**src/rmw_map.vh**
```
// constants, field layout and register map of the register read/write datapath
// Summary of operation
// RL1: function 101 writes byte operand register, after the operation, into addressed register.
// RL2: function 110 reads addressed register, operates, result goes to byte operand register.
// RL3: function 111 reads addressed register, operates, writes result back to it.
// RL4: operator 000 passes operand unchanged; plain move stores the immediate byte. Under function 101 the code stores the byte operand register instead.
// RL5: operator 001 shifts the source left one bit.
// RL6: operator 101 shifts the source right one bit.
// RL7: shifts rotate through carry: old carry enters, shifted-out bit becomes carry.
// RL8: operator 010 ORs source with second operand.
// RL9: operator 011 XORs source with second operand.
// RL10: operator 100 ANDs source with second operand.
// RL11: operator 110 adds second operand to source modulo 256.
// RL12: operator 111 adds second operand plus carry to source.
// RL13: bit 23 set selects byte operand register as second operand.
// RL14: 7-bit register-address field selects source, also destination in read-modify-write.
// RL15: 8-bit immediate field is the second operand for logic and arithmetic.
// RL16: shifts with register second operand need no defined result.
// RL17: sequencer never encodes a move between two different chip registers.
// RL18: results are computed at execution from current register contents.
// RL19: no-operation changes no register or bus state, only completes.
// RL20: top two bits 01 of the first word mark a read/write instruction.
// RL21: adds update carry from bit 7; logic and moves leave carry unchanged.
// RL22: sequencer fills reserved first-word byte and second word with zeros.
`ifndef RMW_MAP_VH
`define RMW_MAP_VH
`define RMW_TYPE_HI       31
`define RMW_TYPE_LO       30
`define RMW_TYPE_RW       2'h1
`define RMW_NOP_OPCODE    8'h80
`define RMW_FUNC_HI       29
`define RMW_FUNC_LO       27
`define RMW_FUNC_TO_REG   3'h5
`define RMW_FUNC_TO_BOR   3'h6
`define RMW_FUNC_RMW      3'h7
`define RMW_OPER_HI       26
`define RMW_OPER_LO       24
`define RMW_USE_BOR_BIT   23
`define RMW_ADDR_HI       22
`define RMW_ADDR_LO       16
`define RMW_IMM_HI        15
`define RMW_IMM_LO        8
`define RMW_OP_MOVE       3'h0
`define RMW_OP_SHL        3'h1
`define RMW_OP_OR         3'h2
`define RMW_OP_XOR        3'h3
`define RMW_OP_AND        3'h4
`define RMW_OP_SHR        3'h5
`define RMW_OP_ADD        3'h6
`define RMW_OP_ADDC       3'h7
`define RMW_AXI_CTRL      5'h00
`define RMW_AXI_WORD0     5'h04
`define RMW_AXI_WORD1     5'h08
`define RMW_AXI_STATUS    5'h0c
`define RMW_AXI_BOR       5'h10
`define RMW_CTRL_GO_BIT   0
`define RMW_ST_BUSY_BIT   0
`define RMW_ST_CARRY_BIT  1
`define RMW_ST_ILLEGAL_BIT 2
`define RMW_ST_DONE_BIT   3
`define RMW_RESP_OKAY     2'h0
`define RMW_RESP_SLVERR   2'h2
`endif

```
**src/rmw_alu.v**
```verilog
// register read/write and no-operation execution datapath with an axi4-lite control port
`timescale 1ns/1ps
`include "rmw_map.vh"
module rmw_alu (
    input  wire        clock,
    input  wire        resetn,
    input  wire [4:0]  s_axi_awaddr,
    input  wire        s_axi_awvalid,
    output reg         s_axi_awready,
    input  wire [31:0] s_axi_wdata,
    input  wire [3:0]  s_axi_wstrb,
    input  wire        s_axi_wvalid,
    output reg         s_axi_wready,
    output reg  [1:0]  s_axi_bresp,
    output reg         s_axi_bvalid,
    input  wire        s_axi_bready,
    input  wire [4:0]  s_axi_araddr,
    input  wire        s_axi_arvalid,
    output reg         s_axi_arready,
    output reg  [31:0] s_axi_rdata,
    output reg  [1:0]  s_axi_rresp,
    output reg         s_axi_rvalid,
    input  wire        s_axi_rready,
    output reg  [6:0]  chip_reg_addr,
    output reg         chip_reg_rd,
    input  wire [7:0]  chip_reg_rdata,
    output reg         chip_reg_wr,
    output reg  [7:0]  chip_reg_wdata,
    output reg  [7:0]  byte_operand_reg,
    output reg         carry,
    output reg         done
);

    localparam ST_IDLE  = 2'h0;
    localparam ST_READ  = 2'h1;
    localparam ST_WRITE = 2'h2;

    reg [31:0] instr_word0;
    reg [31:0] instr_word1;
    reg [1:0]  state;
    reg        illegal;
    reg        busy;
    reg        aw_held;
    reg        w_held;
    reg [4:0]  aw_addr;
    reg [31:0] w_data;
    reg [3:0]  w_strb;
    reg        go;
    reg [7:0]  src_byte;

    // strobe-merged write of one register word
    function [31:0] merge;
        input [31:0] old;
        input [31:0] new_val;
        input [3:0]  strb;
        integer      i;
        begin
            merge = old;
            for (i = 0; i < 4; i = i + 1) begin
                if (strb[i]) begin
                    merge[i*8 +: 8] = new_val[i*8 +: 8];
                end
            end
        end
    endfunction

    wire [1:0] f_type = instr_word0[`RMW_TYPE_HI:`RMW_TYPE_LO];
    wire [2:0] f_func = instr_word0[`RMW_FUNC_HI:`RMW_FUNC_LO];
    wire [2:0] f_oper = instr_word0[`RMW_OPER_HI:`RMW_OPER_LO];
    wire       f_use  = instr_word0[`RMW_USE_BOR_BIT];
    wire [6:0] f_addr = instr_word0[`RMW_ADDR_HI:`RMW_ADDR_LO]; // RL14
    wire [7:0] f_imm  = instr_word0[`RMW_IMM_HI:`RMW_IMM_LO];   // RL15
    wire       is_rw  = (f_type == `RMW_TYPE_RW); // RL20
    wire       is_nop = (instr_word0[31:24] == `RMW_NOP_OPCODE);
    wire       func_ok = (f_func == `RMW_FUNC_TO_REG) || (f_func == `RMW_FUNC_TO_BOR) ||
                         (f_func == `RMW_FUNC_RMW);

    ////////////////////////////////////////////////////////////////////////////
    // alu: second operand and result, computed from live values at execution
    reg [7:0] operand_b;
    reg [7:0] alu_out;
    reg       alu_carry;
    reg [8:0] sum;
    always @* begin
        operand_b = f_use ? byte_operand_reg : f_imm; // RL13
        alu_out   = src_byte; // RL4 RL18
        alu_carry = carry;    // RL21
        sum       = 9'h000;
        case (f_oper)
            `RMW_OP_MOVE: begin
                // plain move with immediate in functions 110 and 111: immediate is the stored value
                if (f_func != `RMW_FUNC_TO_REG && !f_use) begin
                    alu_out = f_imm; // RL4
                end
            end
            `RMW_OP_SHL: begin
                // with register operand the shift is still done; result is undefined by spec
                alu_out   = {src_byte[6:0], carry}; // RL5 RL7 RL16
                alu_carry = src_byte[7];            // RL7
            end
            `RMW_OP_SHR: begin
                alu_out   = {carry, src_byte[7:1]}; // RL6 RL7 RL16
                alu_carry = src_byte[0];            // RL7
            end
            `RMW_OP_OR:  alu_out = src_byte | operand_b; // RL8
            `RMW_OP_XOR: alu_out = src_byte ^ operand_b; // RL9
            `RMW_OP_AND: alu_out = src_byte & operand_b; // RL10
            `RMW_OP_ADD: begin
                sum       = {1'b0, src_byte} + {1'b0, operand_b}; // RL11
                alu_out   = sum[7:0];
                alu_carry = sum[8]; // RL21
            end
            `RMW_OP_ADDC: begin
                sum       = {1'b0, src_byte} + {1'b0, operand_b} + {8'h00, carry}; // RL12
                alu_out   = sum[7:0];
                alu_carry = sum[8]; // RL21
            end
            default: alu_out = src_byte;
        endcase
    end

    ////////////////////////////////////////////////////////////////////////////
    // execution sequencer
    always @(posedge clock or negedge resetn) begin
        if (!resetn) begin
            state            <= ST_IDLE;
            busy             <= 1'b0;
            illegal          <= 1'b0;
            done             <= 1'b0;
            carry            <= 1'b0;
            byte_operand_reg <= 8'h00;
            src_byte         <= 8'h00;
            chip_reg_addr    <= 7'h00;
            chip_reg_rd      <= 1'b0;
            chip_reg_wr      <= 1'b0;
            chip_reg_wdata   <= 8'h00;
        end else begin
            chip_reg_rd <= 1'b0;
            chip_reg_wr <= 1'b0;
            done        <= 1'b0;
            case (state)
                ST_IDLE: begin
                    if (go) begin
                        busy    <= 1'b1;
                        illegal <= 1'b0;
                        if (is_nop) begin
                            busy <= 1'b0; // RL19
                            done <= 1'b1; // RL19
                        end else if (is_rw && func_ok) begin
                            if (f_func == `RMW_FUNC_TO_REG) begin
                                src_byte <= byte_operand_reg; // RL1
                                state    <= ST_WRITE;
                            end else begin
                                chip_reg_addr <= f_addr; // RL2 RL3
                                chip_reg_rd   <= 1'b1;
                                state         <= ST_READ;
                            end
                        end else begin
                            busy    <= 1'b0;
                            illegal <= 1'b1;
                            done    <= 1'b1;
                        end
                    end
                end
                ST_READ: begin
                    // register data valid in the cycle the read strobe is up, sampled at its closing edge
                    src_byte <= chip_reg_rdata; // RL18
                    state    <= ST_WRITE;
                end
                ST_WRITE: begin
                    carry <= alu_carry; // RL7 RL21
                    if (f_func == `RMW_FUNC_TO_BOR) begin
                        byte_operand_reg <= alu_out; // RL2
                    end else begin
                        chip_reg_addr  <= f_addr;  // RL1 RL3 RL17
                        chip_reg_wdata <= alu_out; // RL1 RL3
                        chip_reg_wr    <= 1'b1;
                    end
                    busy  <= 1'b0;
                    done  <= 1'b1;
                    state <= ST_IDLE;
                end
                default: state <= ST_IDLE;
            endcase
        end
    end

    ////////////////////////////////////////////////////////////////////////////
    // axi4-lite slave: instruction words, go strobe, status
    wire wr_fire = aw_held && w_held && !s_axi_bvalid;
    always @(posedge clock or negedge resetn) begin
        if (!resetn) begin
            s_axi_awready <= 1'b0;
            s_axi_wready  <= 1'b0;
            s_axi_bvalid  <= 1'b0;
            s_axi_bresp   <= `RMW_RESP_OKAY;
            aw_held       <= 1'b0;
            w_held        <= 1'b0;
            aw_addr       <= 5'h00;
            w_data        <= 32'h00000000;
            w_strb        <= 4'h0;
            instr_word0   <= 32'h00000000;
            instr_word1   <= 32'h00000000;
            go            <= 1'b0;
        end else begin
            go            <= 1'b0;
            s_axi_awready <= !aw_held && !s_axi_awready && s_axi_awvalid;
            s_axi_wready  <= !w_held && !s_axi_wready && s_axi_wvalid;
            if (s_axi_awvalid && s_axi_awready) begin
                aw_held <= 1'b1;
                aw_addr <= s_axi_awaddr;
            end
            if (s_axi_wvalid && s_axi_wready) begin
                w_held <= 1'b1;
                w_data <= s_axi_wdata;
                w_strb <= s_axi_wstrb;
            end
            if (wr_fire) begin
                aw_held      <= 1'b0;
                w_held       <= 1'b0;
                s_axi_bvalid <= 1'b1;
                s_axi_bresp  <= `RMW_RESP_OKAY;
                // instruction words are frozen while an instruction runs
                case ({aw_addr[4:2], 2'b00})
                    `RMW_AXI_CTRL: begin
                        if (w_strb[0] && w_data[`RMW_CTRL_GO_BIT] && !busy) begin
                            go <= 1'b1;
                        end
                    end
                    `RMW_AXI_WORD0: begin
                        if (!busy) begin
                            instr_word0 <= merge(instr_word0, w_data, w_strb);
                        end
                    end
                    `RMW_AXI_WORD1: begin
                        if (!busy) begin
                            instr_word1 <= merge(instr_word1, w_data, w_strb);
                        end
                    end
                    `RMW_AXI_STATUS: ;
                    `RMW_AXI_BOR: ;
                    default: s_axi_bresp <= `RMW_RESP_SLVERR;
                endcase
            end else if (s_axi_bvalid && s_axi_bready) begin
                s_axi_bvalid <= 1'b0;
            end
        end
    end

    always @(posedge clock or negedge resetn) begin
        if (!resetn) begin
            s_axi_arready <= 1'b0;
            s_axi_rvalid  <= 1'b0;
            s_axi_rdata   <= 32'h00000000;
            s_axi_rresp   <= `RMW_RESP_OKAY;
        end else begin
            s_axi_arready <= !s_axi_arready && !s_axi_rvalid && s_axi_arvalid;
            if (s_axi_arvalid && s_axi_arready) begin
                s_axi_rvalid <= 1'b1;
                s_axi_rresp  <= `RMW_RESP_OKAY;
                case ({s_axi_araddr[4:2], 2'b00})
                    `RMW_AXI_CTRL:   s_axi_rdata <= 32'h00000000;
                    `RMW_AXI_WORD0:  s_axi_rdata <= instr_word0;
                    `RMW_AXI_WORD1:  s_axi_rdata <= instr_word1;
                    `RMW_AXI_STATUS: s_axi_rdata <= {28'h0000000, !busy, illegal, carry, busy};
                    `RMW_AXI_BOR:    s_axi_rdata <= {24'h000000, byte_operand_reg};
                    default: begin
                        s_axi_rdata <= 32'h00000000;
                        s_axi_rresp <= `RMW_RESP_SLVERR;
                    end
                endcase
            end else if (s_axi_rvalid && s_axi_rready) begin
                s_axi_rvalid <= 1'b0;
            end
        end
    end

endmodule

```
**config.mk**
```make
export PLATFORM = sky130hd
export DESIGN_NAME = rmw_alu
export DESIGN_NICKNAME = d
export VERILOG_FILES = /design/src/rmw_alu.v
export VERILOG_INCLUDE_DIRS = /design/src
export SDC_FILE = /design/constraint.sdc
export NUM_CORES = 1
export LEC_CHECK = 0
export ABC_AREA = 1
export ABC_CLOCK_PERIOD_IN_PS = 2900
export BUFFER_PORTS_ARGS = -buffer_cell sky130_fd_sc_hd__buf_4
export CORE_ASPECT_RATIO = 2
export CORE_MARGIN = 2
export CORE_UTILIZATION = 52
export DETAILED_ROUTE_END_ITERATION = 8
export PLACE_DENSITY = 0.84
export SLEW_MARGIN = 30
export SYNTH_ARGS = -nofsm -noshare
export SYNTH_HDL_FRONTEND = slang
export SYNTH_SLANG_ARGS = --single-unit
```
**constraint.sdc**
```tcl
create_clock -name clock -period 2.9 [get_ports clock]
set_input_delay 0.435 -clock clock [delete_from_list [all_inputs] [get_ports clock]]
set_output_delay 0.435 -clock clock [all_outputs]
set_load 0.02 [all_outputs]
```
==> impl_metrics.toml <==
[power]
power_share_of_the_combinational_group_pct = 38.6
power.density_cell_area_nw_per_um2 = 935
p_clk_share_pct = 23.6
power_switching_share_pct = 40.1
power.internal_mw = 5.89
netSwitchingPower_mw = 3.93
static-leakage-power_nw = 5.36
power_frac_seq_pct = 37.8
irDropWorstVdd_mv = 0.520

[synth]
post_synth_edffs = 0
synthCells = 1081
synth_top_family_by_area = "simple AND/OR/NAND/NOR gates"
synth_simple_gate_area_share_pct = 22.9
area_fraction_in_compound_gates_after_synthesis_pct = 14.4
synth.most_common_cell = "sky130_fd_sc_hd__nand2_1"
synth_top_area_share_pct = 52.6
ys_types = 40
synth_xor_xnor_area_share_pct = 0
synth_mux_area_share_pct = 0
synthesis.area_um2 = 8750
synth_seq_area_share_pct = 52.6
average_cell_area_after_synthesis_um2 = 8.09
biggest_area_consumer_among_synthesized_cells = "sky130_fd_sc_hd__dfrtp_1"
post_synthesis_async_set_or_reset_flop_share_pct = 100
synth.top_cells.by_count = "sky130_fd_sc_hd__nand2_1 (364), sky130_fd_sc_hd__dfrtp_1 (184), sky130_fd_sc_hd__o21ai_0 (175)"
synth_flop_cell = "sky130_fd_sc_hd__dfrtp_1"
ys_seq_elements = 184
synthAdderAreaFrac_pct = 2.80
synth.area.top_cells = "sky130_fd_sc_hd__dfrtp_1 (53%), sky130_fd_sc_hd__nand2_1 (16%), sky130_fd_sc_hd__o21ai_0 (10%), sky130_fd_sc_hd__inv_1 (5.1%), sky130_fd_sc_hd__nand3_1 (3.0%)"
yosysWarnings = 0

[timing]
timing.hold.ws_ns = 0.0258
fin_setup_tns_ns = 0
min_period_over_period_pct = 96.8
postLayoutSetupSlackWorst_ns = 0.0937
max_freq_mhz = 356
setup_viol = 0
worst_slew_pin_slew_ns = 0.928
maxSlewViolCount = 0
setup_repair_after_global_routing_missed_its_margin = "no"
period_minus_slack_ns = 2.81
fin_worst_skew_ns = 0.00748
timing.slew.headroom_pct = 37.8
hold_viol = 0

[grt]
grt_overflow_total = 0
first_global_vias = 7754
grtUsageMet2_pct = 45.2
grt_pass1_wl_um = 39600
grt_antenna_before_repair = 0
groute.layer.met1.usage_pct = 37.6
grt_max_degree = 79
grt_busiest_layer = "met2"
global_route.usage.met3_pct = 5.64
grtUsageTotal_pct = 28.7

[setup_path]
worst_ep_arrival_time_ns = 3.10
critical_path_peak_fanout = 10
timing_worst_setup_path_type = "register to register"
regToRegSetupSlack_ns = 0.09
critPathLaunch = "instr_word0[23]$_DFFE_PN0P_"
timing.rr.start = "instr_word0[23]$_DFFE_PN0P_"
setup.worst_path.end_class = "register"
crit_start_category = "register"
reg2reg_to = "chip_reg_wdata[5]$_DFFE_PN0P_"
reg2reg_depth = 13
critical_path_required_ns = 3.19

[routing]
route.detailed.wl_per_inst_um = 17.4
detail_route.wirelength_um = 24700
remaining_drc_errors = 0
first_iteration_detailed_routing_drc_count = 818
detail-route-antenna-nets = 0
count_of_tritonroute_iterations_in_the_first_routing_pass = 6
route.vias.total = 7979
via_per_inst = 5.62

[layout]
num-nets-final = 1281
drive_gt1_share_pct = 16.3
fillerInstances = 1357
syn2layout_area_growth_pct = 20.0
antenna_cells_inserted = 0

[floorplanning]
die_width_um = 95.7
initial_utilization_pct = 52.7
rows = 67
placeableCoreArea_um2 = 16600
fp.dieArea_um2 = 17900
die_height_um = 187
i_o_pin_total = 129

[cts]
hold_buffer_count_at_cts = 0
number_of_h_tree_levels = 4
postCtsSetupBuffers = 0
clk_path_buf_depth = 2
cts_root_buf = "sky130_fd_sc_hd__clkbuf_16"
cts.clk_slew.worst_paths_ns = 0.06
cts_tree = "yes"
post_cts.resized_instances = 0
numClockSinks = 184
clock_insertion_delay_worst_skew_ns = 0.43
cts_inserted_buffers = 17

[placed_design]
place_hpwl_um = 18000
place_worst_setup_slack_ns = 0.0425
gp_routability_congestion = 0.909
port_buffers = 122

[hold_path]
worstHoldPathType = "input port to asynchronous set/reset pin"

[run_status]
result_of_the_run = "finished clean"

[flow_run]
drv.max_cap_violation_count = 0
-- area by class of cell --
type,instances,area (um2),area share [%]
clock inverters,6,88.8,0.846
well taps,207,259,2.47
clock buffers,24,502,4.78
repair buffers,135,1040,9.92
inverters,126,473,4.50
flip-flops and latches,184,4610,43.8
multi-input cells,737,3530,33.6
-- kinds of logic (layout without fill, tap and decap cells) --
group | count (synthesis) | in the layout
buf+inv | 161 | 291
compound gates | 232 | 232
other cells | 1 | 2
flops | 184 | 184
fa+ha+maj | 19 | 19
simple gates | 484 | 484
-- per-stage QoR --
stage	power (mW)	util, %	cells	area, um2
2_1_floorplan	6.16	-	1082	8750
3_3_place_gp	7.27	59.6	1389	9900
3_5_place_dp	7.40	59.6	1389	9900
4_1_cts	9.76	63.2	1419	10500
5_1_grt	10.5	63.3	1419	10500
6_report	9.82	63.3	1419	10500
-- power by group through the flow --
stage | sequential, mW | combinational, mW | clock [mW]
6_report | 3.71 | 3.79 | 2.32
4_1_cts | 3.69 | 3.73 | 2.34
3_3_place_gp | 3.68 | 3.59 | 0
5_1_grt | 3.77 | 4.28 | 2.44
3_5_place_dp | 3.72 | 3.68 | 0
2_1_floorplan | 3.68 | 2.47 | 0
-- placed cells by master (no fill, tap or decap), types with 3 or more instances in the layout --
cell                          n
sky130_fd_sc_hd__clkbuf_16   17
sky130_fd_sc_hd__inv_1      118
sky130_fd_sc_hd__a22o_1       8
sky130_fd_sc_hd__nand3_1     52
sky130_fd_sc_hd__nand2_1    364
sky130_fd_sc_hd__o21ai_1      3
sky130_fd_sc_hd__a31oi_1      4
sky130_fd_sc_hd__buf_4      132
sky130_fd_sc_hd__nor2_2       7
sky130_fd_sc_hd__nor2_1      31
sky130_fd_sc_hd__ha_1        17
sky130_fd_sc_hd__o21ai_2      4
sky130_fd_sc_hd__inv_2        7
sky130_fd_sc_hd__dfrtp_1    183
sky130_fd_sc_hd__nor3_1       6
sky130_fd_sc_hd__o22ai_1     11
sky130_fd_sc_hd__clkbuf_8     5
sky130_fd_sc_hd__o211ai_1     5
sky130_fd_sc_hd__nor2_4       3
sky130_fd_sc_hd__or2_2        4
sky130_fd_sc_hd__o21ai_0    174
sky130_fd_sc_hd__nand4_1      5
sky130_fd_sc_hd__a21oi_1     15
-- per-layer routing --
| metal | vias up | wire length, um | share of wire [%] |
|---|---|---|---|
| met5 | - | 0 | 0 |
| met4 | 0 | 1260 | 5.1 |
| met3 | 77 | 1680 | 6.8 |
| met2 | 369 | 12100 | 49 |
| met1 | 3807 | 9700 | 39 |
| li1 | 3726 | - | - |
-- worst max-delay path: stages, from the launching register on --
cell and delay [ns]:
sky130_fd_sc_hd__dfrtp_2 0.44, sky130_fd_sc_hd__buf_4 0.18, sky130_fd_sc_hd__o21ai_0 0.46, sky130_fd_sc_hd__ha_1 0.41, sky130_fd_sc_hd__a21oi_1 0.25, sky130_fd_sc_hd__nand2_1 0.13
sky130_fd_sc_hd__nand2_1 0.07, sky130_fd_sc_hd__nand2_1 0.08, sky130_fd_sc_hd__nor2_1 0.15, sky130_fd_sc_hd__nand2_1 0.07, sky130_fd_sc_hd__nand3_1 0.08, sky130_fd_sc_hd__nand3_1 0.08
sky130_fd_sc_hd__o21ai_0 0.12, sky130_fd_sc_hd__o21ai_0 0.13
-- how the worst max path moves through the flow --
stage,cells after the start,endpoint,slack (ns)
after floorplan,18,chip_reg_wdata[6]$_DFFE_PN0P_,0.29
after global placement,16,byte_operand_reg[6]$_DFFE_PN0P_,0.08
after detailed placement,16,byte_operand_reg[6]$_DFFE_PN0P_,0.04
after CTS,16,byte_operand_reg[6]$_DFFE_PN0P_,0.02
after global routing,17,chip_reg_wdata[7]$_DFFE_PN0P_,0.02
final,13,chip_reg_wdata[5]$_DFFE_PN0P_,0.09
No activity file was read; power rests on OpenSTA's default activity.
